==> config.mk <==
export PLATFORM = sky130hd
export DESIGN_NAME = pirq_bank
export DESIGN_NICKNAME = d
export VERILOG_FILES = /design/src/hdl/pirq_pkg.sv /design/src/hdl/pirq_bank.sv
export VERILOG_INCLUDE_DIRS = /design/src /design/src/hdl
export SDC_FILE = /design/constraint.sdc
export NUM_CORES = 1
export LEC_CHECK = 0
export BUFFER_PORTS_ARGS = -buffer_cell sky130_fd_sc_hd__buf_2
export CAP_MARGIN = 15
export CORE_AREA = 2 2 151 79
export DETAILED_ROUTE_END_ITERATION = 10
export DIE_AREA = 0 0 153 81
export PLACE_DENSITY = 0.82
export SKIP_CTS_REPAIR_TIMING = 1
export SYNTH_ARGS = -nofsm -noshare
export SYNTH_HDL_FRONTEND = slang
export SYNTH_SLANG_ARGS = --single-unit
==> constraint.sdc <==
create_clock -name clock -period 3.3 [get_ports clock]
set_clock_uncertainty 0.1 [all_clocks]
set_input_delay 0.33 -clock clock [delete_from_list [all_inputs] [get_ports clock]]
set_output_delay 0.33 -clock clock [all_outputs]
set_load 0.03 [all_outputs]
==> src/hdl/pirq_regs.svh <==
// Register offsets, field masks and reset values of the peripheral priority bank
`ifndef PIRQ_REGS_SVH
`define PIRQ_REGS_SVH

`define PIRQ_OFF_PRIO1 8'h00
`define PIRQ_OFF_PRIO2 8'h04
`define PIRQ_OFF_PRIO3 8'h08
`define PIRQ_OFF_PRIO4 8'h0c
`define PIRQ_OFF_PRIO5 8'h10
`define PIRQ_OFF_CTRL 8'h14
`define PIRQ_OFF_STAT 8'h18

`define PIRQ_MASK_PRIO1 8'hff
`define PIRQ_MASK_PRIO2 8'h8f
`define PIRQ_MASK_PRIO3 8'h3e
`define PIRQ_MASK_PRIO4 8'hf7
`define PIRQ_MASK_PRIO5 8'hff
`define PIRQ_RST_PRIO 8'hff

`define PIRQ_CTRL_LEVELS_ON 0
`define PIRQ_CTRL_MODE_LO 1
`define PIRQ_CTRL_MODE_HI 2
`define PIRQ_RST_CTRL 8'h00

`define PIRQ_RESP_OKAY 2'b00
`define PIRQ_RESP_SLVERR 2'b10
`define PIRQ_NUM_REGS 5

`endif

==> src/hdl/pirq_pkg.sv <==
// Types shared by the peripheral priority bank
`default_nettype none
package pirq_pkg;
    typedef enum logic [1:0] {
        PIRQ_CAN_MODE0,
        PIRQ_CAN_MODE1,
        PIRQ_CAN_MODE2,
        PIRQ_CAN_MODE3
    } pirq_can_mode_t;

    typedef struct packed {
        logic [7:0] addr;
        logic valid;
    } pirq_axi_addr_t;

    typedef struct packed {
        logic [31:0] data;
        logic [3:0] strb;
        logic valid;
    } pirq_axi_wdata_t;

    typedef struct packed {
        logic [39:0] pend;
        logic [39:0] enab;
    } pirq_src_t;
endpackage : pirq_pkg
`default_nettype wire

==> src/hdl/pirq_bank.sv <==
// Peripheral interrupt priority bank with AXI4-Lite register access
// Contract
// - One priority bit per peripheral source, held across five priority registers.
// - Priority bits act only while the priority-levels-on control bit is set.
// - Bit value 1 selects high priority, 0 selects low priority.
// - Reset sets every implemented bit; implemented bits are read/write.
// - Unimplemented positions ignore writes and read as zero.
// - Register 1 bits 7..0: slave port, converter, serial1 rx/tx, sync serial, timers.
// - Register 2: osc fail, bus collision, voltage detect, timer3 overflow, timer3 gate.
// - Register 3 bits 5..1: serial2 rx/tx, charge timer, capcomp2, capcomp1.
// - Register 4: timer4, nvm write, comparators 2/1, capcomp 5/4/3.
// - Register 5 bits 7..2: invalid msg, wake, bus error, tx buffers 2/1/0.
// - Register 5 bit 1: rx buffer 1 in mode 0, all received messages otherwise.
// - Register 5 bit 0: rx buffer 0 mode 0, zero mode 1, fifo full mode 2.
// - Voltage detect priority sits at bit 2 of register 2.
`timescale 1ns/1ps
`default_nettype none
`include "pirq_regs.svh"

module pirq_bank (
    input wire logic clock,
    input wire logic rst_b,
    input wire logic clk_en,
    input wire logic [7:0] s_axi_awaddr,
    input wire logic s_axi_awvalid,
    output logic s_axi_awready,
    input wire logic [31:0] s_axi_wdata,
    input wire logic [3:0] s_axi_wstrb,
    input wire logic s_axi_wvalid,
    output logic s_axi_wready,
    output logic [1:0] s_axi_bresp,
    output logic s_axi_bvalid,
    input wire logic s_axi_bready,
    input wire logic [7:0] s_axi_araddr,
    input wire logic s_axi_arvalid,
    output logic s_axi_arready,
    output logic [31:0] s_axi_rdata,
    output logic [1:0] s_axi_rresp,
    output logic s_axi_rvalid,
    input wire logic s_axi_rready,
    input wire pirq_pkg::pirq_src_t src_in,
    output logic [39:0] prio_out,
    output logic high_req,
    output logic low_req
);
    import pirq_pkg::*;

    // ==========================================================
    // Storage
    logic [7:0] prio_r [`PIRQ_NUM_REGS];
    logic [7:0] ctrl_r;
    pirq_axi_addr_t aw_r;
    pirq_axi_wdata_t w_r;
    pirq_can_mode_t mode;
    logic levels_on;
    logic [7:0] impl_mask [`PIRQ_NUM_REGS];
    logic [39:0] prio_flat;
    logic [39:0] active;
    logic wr_fire;
    logic [7:0] wr_idx;
    logic wr_hit;
    logic [7:0] rd_val;
    logic rd_hit;

    assign impl_mask[0] = `PIRQ_MASK_PRIO1;
    assign impl_mask[1] = `PIRQ_MASK_PRIO2;
    assign impl_mask[2] = `PIRQ_MASK_PRIO3;
    assign impl_mask[3] = `PIRQ_MASK_PRIO4;
    assign impl_mask[4] = `PIRQ_MASK_PRIO5;
    assign levels_on = ctrl_r[`PIRQ_CTRL_LEVELS_ON];
    assign mode = pirq_can_mode_t'(ctrl_r[`PIRQ_CTRL_MODE_HI:`PIRQ_CTRL_MODE_LO]);

    // ==========================================================
    // Write channel: address and data taken in either order
    always_ff @(posedge clock) begin
        if (!rst_b) begin
            aw_r <= '0;
            s_axi_awready <= 1'b0;
        end else if (clk_en) begin
            s_axi_awready <= !aw_r.valid && !s_axi_awready && s_axi_awvalid;
            if (s_axi_awready && s_axi_awvalid) begin
                aw_r <= '{addr: s_axi_awaddr, valid: 1'b1};
            end else if (wr_fire) begin
                aw_r.valid <= 1'b0;
            end
        end
    end

    always_ff @(posedge clock) begin
        if (!rst_b) begin
            w_r <= '0;
            s_axi_wready <= 1'b0;
        end else if (clk_en) begin
            s_axi_wready <= !w_r.valid && !s_axi_wready && s_axi_wvalid;
            if (s_axi_wready && s_axi_wvalid) begin
                w_r <= '{data: s_axi_wdata, strb: s_axi_wstrb, valid: 1'b1};
            end else if (wr_fire) begin
                w_r.valid <= 1'b0;
            end
        end
    end

    assign wr_fire = aw_r.valid && w_r.valid && !s_axi_bvalid;
    assign wr_idx = {2'b00, aw_r.addr[7:2]};
    assign wr_hit = (aw_r.addr[1:0] == 2'b00) && (wr_idx <= 8'h05);

    always_ff @(posedge clock) begin
        if (!rst_b) begin
            s_axi_bvalid <= 1'b0;
            s_axi_bresp <= `PIRQ_RESP_OKAY;
        end else if (clk_en) begin
            if (wr_fire) begin
                s_axi_bvalid <= 1'b1;
                s_axi_bresp <= wr_hit ? `PIRQ_RESP_OKAY : `PIRQ_RESP_SLVERR;
            end else if (s_axi_bready) begin
                s_axi_bvalid <= 1'b0;
            end
        end
    end

    // ==========================================================
    // Priority registers
    genvar gi;
    generate
        for (gi = 0; gi < `PIRQ_NUM_REGS; gi++) begin : g_prio
            always_ff @(posedge clock) begin
                if (!rst_b) begin
                    prio_r[gi] <= `PIRQ_RST_PRIO & impl_mask[gi];
                end else if (clk_en && wr_fire && wr_idx == 8'(gi) && w_r.strb[0]) begin
                    prio_r[gi] <= w_r.data[7:0] & impl_mask[gi];
                end
            end
            assign prio_flat[gi*8 +: 8] = prio_r[gi];
        end
    endgenerate

    always_ff @(posedge clock) begin
        if (!rst_b) begin
            ctrl_r <= `PIRQ_RST_CTRL;
        end else if (clk_en && wr_fire && wr_idx == 8'h05 && w_r.strb[0]) begin
            ctrl_r <= {5'h00, w_r.data[2:0]};
        end
    end

    // ==========================================================
    // Read channel
    always_comb begin
        rd_val = 8'h00;
        rd_hit = (s_axi_araddr[1:0] == 2'b00);
        unique case (s_axi_araddr[7:2])
            6'h00, 6'h01, 6'h02, 6'h03: rd_val = prio_r[s_axi_araddr[4:2]];
            6'h04: begin
                rd_val = prio_r[4];
                if (mode == PIRQ_CAN_MODE1) begin
                    rd_val[0] = 1'b0;
                end
            end
            6'h05: rd_val = ctrl_r;
            6'h06: rd_val = {6'h00, high_req, low_req};
            default: rd_hit = 1'b0;
        endcase
    end

    always_ff @(posedge clock) begin
        if (!rst_b) begin
            s_axi_arready <= 1'b0;
            s_axi_rvalid <= 1'b0;
            s_axi_rdata <= 32'h0000_0000;
            s_axi_rresp <= `PIRQ_RESP_OKAY;
        end else if (clk_en) begin
            s_axi_arready <= !s_axi_rvalid && !s_axi_arready && s_axi_arvalid;
            if (s_axi_arready && s_axi_arvalid) begin
                s_axi_rvalid <= 1'b1;
                s_axi_rdata <= {24'h00_0000, rd_val};
                s_axi_rresp <= rd_hit ? `PIRQ_RESP_OKAY : `PIRQ_RESP_SLVERR;
            end else if (s_axi_rready) begin
                s_axi_rvalid <= 1'b0;
            end
        end
    end

    // ==========================================================
    // Request routing
    always_comb begin
        active = src_in.pend & src_in.enab;
        if (mode == PIRQ_CAN_MODE1) begin
            active[32] = 1'b0;
        end
    end

    always_ff @(posedge clock) begin
        if (!rst_b) begin
            high_req <= 1'b0;
            low_req <= 1'b0;
            prio_out <= {`PIRQ_MASK_PRIO5, `PIRQ_MASK_PRIO4, `PIRQ_MASK_PRIO3,
                `PIRQ_MASK_PRIO2, `PIRQ_MASK_PRIO1} & {5{`PIRQ_RST_PRIO}};
        end else if (clk_en) begin
            prio_out <= prio_flat;
            if (levels_on) begin
                high_req <= |(active & prio_flat);
                low_req <= |(active & ~prio_flat);
            end else begin
                high_req <= |active;
                low_req <= 1'b0;
            end
        end
    end

    // ==========================================================
    // Checks
    // Storage and reset
    a_reset_prio: assert property (
        @(posedge clock) $rose(rst_b) |-> prio_out == 40'hff_f7_3e_8f_ff)
        else $error("priority bits not set after reset");

    a_unimpl_zero: assert property (
        @(posedge clock) disable iff (!rst_b)
        (prio_r[1] & 8'h70) == 8'h00 && (prio_r[2] & 8'hc1) == 8'h00 && !prio_r[3][3])
        else $error("unimplemented bit set");

    a_unimpl_out: assert property (
        @(posedge clock) disable iff (!rst_b)
        (prio_out & 40'h00_08_c1_70_00) == 40'h00_0000_0000)
        else $error("unimplemented bit on priority output");

    a_prio_write: assert property (
        @(posedge clock) disable iff (!rst_b)
        clk_en && wr_fire && wr_idx == 8'h01 && w_r.strb[0]
        |=> prio_r[1] == ($past(w_r.data[7:0]) & 8'h8f))
        else $error("register 2 write wrong");

    a_voltage_write: assert property (
        @(posedge clock) disable iff (!rst_b)
        clk_en && wr_fire && wr_idx == 8'h01 && w_r.strb[0]
        |=> prio_r[1][2] == $past(w_r.data[2]))
        else $error("voltage detect bit not written");

    a_ctrl_write: assert property (
        @(posedge clock) disable iff (!rst_b)
        clk_en && wr_fire && wr_idx == 8'h05 && w_r.strb[0]
        |=> ctrl_r == {5'h00, $past(w_r.data[2:0])})
        else $error("control write wrong");

    a_prio_mirror: assert property (
        @(posedge clock) disable iff (!rst_b)
        clk_en |=> prio_out == $past(prio_flat))
        else $error("priority output does not follow the registers");

    a_freeze_hold: assert property (
        @(posedge clock) disable iff (!rst_b)
        !clk_en |=> $stable(prio_out) && $stable(high_req) && $stable(low_req)
        && $stable(prio_flat))
        else $error("state moved while clock enable low");

    // Request routing
    a_high_route: assert property (
        @(posedge clock) disable iff (!rst_b)
        clk_en && levels_on && |(active & prio_flat) |=> high_req)
        else $error("high request missing");

    a_high_clear: assert property (
        @(posedge clock) disable iff (!rst_b)
        clk_en && levels_on && !(|(active & prio_flat)) |=> !high_req)
        else $error("high request without a high source");

    a_low_route: assert property (
        @(posedge clock) disable iff (!rst_b)
        clk_en && levels_on && |(active & ~prio_flat) |=> low_req)
        else $error("low request missing");

    a_low_clear: assert property (
        @(posedge clock) disable iff (!rst_b)
        clk_en && levels_on && !(|(active & ~prio_flat)) |=> !low_req)
        else $error("low request without a low source");

    a_levels_off: assert property (
        @(posedge clock) disable iff (!rst_b)
        clk_en && !levels_on |=> !low_req)
        else $error("low request while levels off");

    a_off_any_high: assert property (
        @(posedge clock) disable iff (!rst_b)
        clk_en && !levels_on && |active |=> high_req)
        else $error("request lost while levels off");

    a_off_none_high: assert property (
        @(posedge clock) disable iff (!rst_b)
        clk_en && !levels_on && !(|active) |=> !high_req)
        else $error("request without source while levels off");

    a_mode1_mask: assert property (
        @(posedge clock) disable iff (!rst_b)
        clk_en && mode == PIRQ_CAN_MODE1 && (src_in.pend & src_in.enab) == 40'h01_0000_0000
        |=> !high_req && !low_req)
        else $error("masked receive source raised a request");

    // Register bus
    a_mode1_rd: assert property (
        @(posedge clock) disable iff (!rst_b)
        clk_en && s_axi_arready && s_axi_arvalid && s_axi_araddr == 8'h10
        && mode == PIRQ_CAN_MODE1 |=> !s_axi_rdata[0])
        else $error("mode 1 bit 0 not zero");

    a_bresp_once: assert property (
        @(posedge clock) disable iff (!rst_b)
        s_axi_bvalid && !s_axi_bready |=> s_axi_bvalid && $stable(s_axi_bresp))
        else $error("write response dropped");

    a_rvalid_hold: assert property (
        @(posedge clock) disable iff (!rst_b)
        s_axi_rvalid && !s_axi_rready |=> s_axi_rvalid && $stable(s_axi_rdata))
        else $error("read data dropped");

    a_wr_answer: assert property (
        @(posedge clock) disable iff (!rst_b)
        clk_en && wr_fire |=> s_axi_bvalid)
        else $error("write response missing");

    a_rd_answer: assert property (
        @(posedge clock) disable iff (!rst_b)
        clk_en && s_axi_arready && s_axi_arvalid |=> s_axi_rvalid)
        else $error("read response missing");

    a_rd_upper: assert property (
        @(posedge clock) disable iff (!rst_b)
        s_axi_rvalid |-> s_axi_rdata[31:8] == 24'h00_0000)
        else $error("read data above bit 7 not zero");

    a_slverr_rd: assert property (
        @(posedge clock) disable iff (!rst_b)
        clk_en && s_axi_arready && s_axi_arvalid && s_axi_araddr[1:0] != 2'b00
        |=> s_axi_rresp == `PIRQ_RESP_SLVERR)
        else $error("misaligned read not refused");

    a_bus_freeze: assert property (
        @(posedge clock) disable iff (!rst_b)
        !clk_en |=> $stable(s_axi_bvalid) && $stable(s_axi_rvalid))
        else $error("bus response moved while clock enable low");

    c_write: cover property (@(posedge clock) wr_fire && wr_hit);
    c_read: cover property (@(posedge clock) s_axi_rvalid && s_axi_rready);
    c_high: cover property (@(posedge clock) high_req && levels_on);
    c_low: cover property (@(posedge clock) low_req);
    c_frozen: cover property (@(posedge clock) !clk_en && (high_req || low_req));
endmodule : pirq_bank
`default_nettype wire

==> results.cfg <==
[outcome]
status = completed

[critical_path]
crit_path_max_fanout = 51
ff2ff_path_depth = 5
crit_path_start_kind = input port
worstPathArrival_ns = 2.62
worst-setup-path-type = input port to flop
critPathMaxStageDelay_ns = 0.68
crit_required_ns = 3.46
critPathSlowestCell = or4_1
path_cells = buf_2, buf_4, nand3_1, or4_1, a211o_1, a21boi_0
end_kind = flop

[timing]
fmax_mhz = 406.4
report.final.hold_viol_count = 0
fin_setup_tns_ns = 0
slew_headroom = 0.5027
post-route-period-util = 0.7456
finalCriticalPeriod_ns = 2.460
tightest_slew_ns = 0.7459
drv_slew = 0
setup_viol = 0
rsz0062_at_grt = no

[min_path]
min_path_cells = 3
worstHoldPathType = input port to flop

[pwr]
vdd_ir_drop_max_uv = 331.0
power.density_nw_per_um2 = 433.3
p_leak_nw = 2.531

[yosys]
ys_types = 48
synthArstFlopShare = 0
yosysMostFrequentCell = nand2_1
synth_edf_count = 33
synth_top_cell_by_area = dfxtp_1
ys_warn_count = 0
synth_seq_cells = 105
ys_top_cells_by_count = nand2_1 (107), dfxtp_1 (72), nand3_1 (45)
synthTopCellsByArea = dfxtp_1 (28%), edfxtp_1 (19%), mux2i_1 (7.9%)
syn_inst = 557
synth_top_area_share = 0.2760
ys_seq_area_frac = 0.4657
netlist_area_sq_um = 5223
synth_ff_type = dfxtp_1
avgSynthCellArea_sq_um = 9.376

[layout]
drive_above_1_share = 0.2843
post-route-cell-area_sq_um = 6349
antenna_cells = 0
fin_nets = 849
seq_area_sq_um = 2432
fill_cells = 1031
area_growth_pct = 21.56
multi_input_area_sq_um = 2542

[floorplan]
io_pins = 223
die_w_um = 153
initial_core_util = 0.4615
chipHeight_um = 81
die_area_sq_um = 12390
rows = 28
core_sq_um = 11320

[clock_tree]
cts_root_buf = clkbuf_16
cts_made_buffers = 9
clockBufferDepth = 2
cts_max_level = 3
clock-sinks = 105
path_clk_slew_ns = 0.09
cts_tree = yes
worstSkewPairLatency_ns = 0.36

[grt]
grt_pass1_wl_mm = 25.72
grt_antenna_before_repair = 0
grt_pass1_vias = 4450
grt_max_degree = 69
grt.overflow.total = 0
gr-usage-all-layers = 0.2812

[routing]
wire_per_inst_um = 20.57
postRouteWirelength_mm = 17.78
drt.antenna.violating_nets = 0
num_vias = 4838
drtPass1Iterations = 7
viasPerCell = 5.600
drt-initial-drc-count = 491
drcViolationCount = 0

[place]
hpwl_mm = 14.15
gp_congestion = 1.006
portBuffers = 162
dpl_cell_area_sq_um = 6030

[job]
drv_cap = 0
[critical path: cells and delay by family]
kind / cells / cell delay (ns)
buffers and inverters: 2 / 0.68
AND/OR/NAND/NOR: 2 / 1.15
AO/OA/AOI/OAI: 2 / 0.45
[stage by stage]
step / setup slack, ns / hold WS, ns / cells / utilization / power [mW]
2_1_floorplan: 0.8551 / 0.3431 / 589 / - / 1.573
5_1_grt: 0.6964 / 0.1134 / 864 / 0.5610 / 2.834
6_report: 0.8396 / 0.1210 / 864 / 0.5610 / 2.751
4_1_cts: 0.8606 / 0.1157 / 864 / 0.5610 / 2.759
3_3_place_gp: 0.6346 / 0.3501 / 848 / 0.5328 / 1.667
3_5_place_dp: 0.4954 / 0.3559 / 848 / 0.5328 / 1.670
[registers in the layout, indices dropped and copies added (netlist names)]
signal / flops
s_axi_wready: 1
prio_r: 33
ctrl_r: 3
s_axi_rvalid: 1
w_r: 10
low_req: 1
s_axi_awready: 1
s_axi_rdata: 8
s_axi_bvalid: 1
aw_r: 9
s_axi_bresp: 1
s_axi_rresp: 1
high_req: 1
prio_out: 33
s_axi_arready: 1
[layout by cell type (no fill, tap or decap), types with 7 or more instances in the layout]
cell         n
nand4_1     13
nand3_1     45
clkbuf_16    9
nand2_1    107
inv_1        7
buf_2      162
o21ai_0     12
nand2b_1    18
edfxtp_1    33
o22ai_1      8
nand3b_1    12
mux2i_1     41
dfxtp_1     72
a21boi_0    19
a22oi_1      9
and2_1       7
nor2b_1     13
conb_1      33
or2_2       12
[layout make-up]
| class | count | share of cell area |
|---|---|---|
| inverters | 7 | 0.004139 |
| multi-input cells | 420 | 0.4005 |
| flip-flops and latches | 105 | 0.3831 |
| clock buffers | 9 | 0.03547 |
| repair buffers | 166 | 0.1324 |
| well taps | 150 | 0.02956 |
| clock inverters | 7 | 0.01478 |
[cells by family (layout without fill, tap and decap cells)]
family,after synthesis,in the layout,share of synthesized area
other cells,1,33,0.0007180
mux,48,48,0.09799
flops,105,105,0.4657
compound gates,76,76,0.1052
buf+inv,64,189,0.07044
simple gates,263,263,0.2599
[routing by layer]
| layer | up-vias | track usage | share of wire |
|---|---|---|---|
| met3 | 14 | 0.09178 | 0.11 |
| met1 | 2314 | 0.4087 | 0.46 |
| met2 | 272 | 0.4130 | 0.42 |
| met4 | 0 | 0.05000 | 0.0073 |
| li1 | 2238 | - | - |
| met5 | - | 0 | 0 |
[final timing paths]
path	startpoint	to	slack, ns
worst min register to register	prio_out[35]	prio_out[35]	0.37
worst max register to register	s_axi_bvalid	prio_r[1][3]	0.92
worst max-delay path	clk_en	s_axi_rdata[0]	0.84
worst min-delay path	s_axi_awaddr[3]	aw_r[4]	0.12
[power by group]
part | internal [mW] | total, mW | switching [mW]
combinational | 0.108 | 0.302 | 0.194
sequential | 1.33 | 1.34 | 0.00960
clock | 0.551 | 1.11 | 0.554
Power figures use the tool's default switching activity.
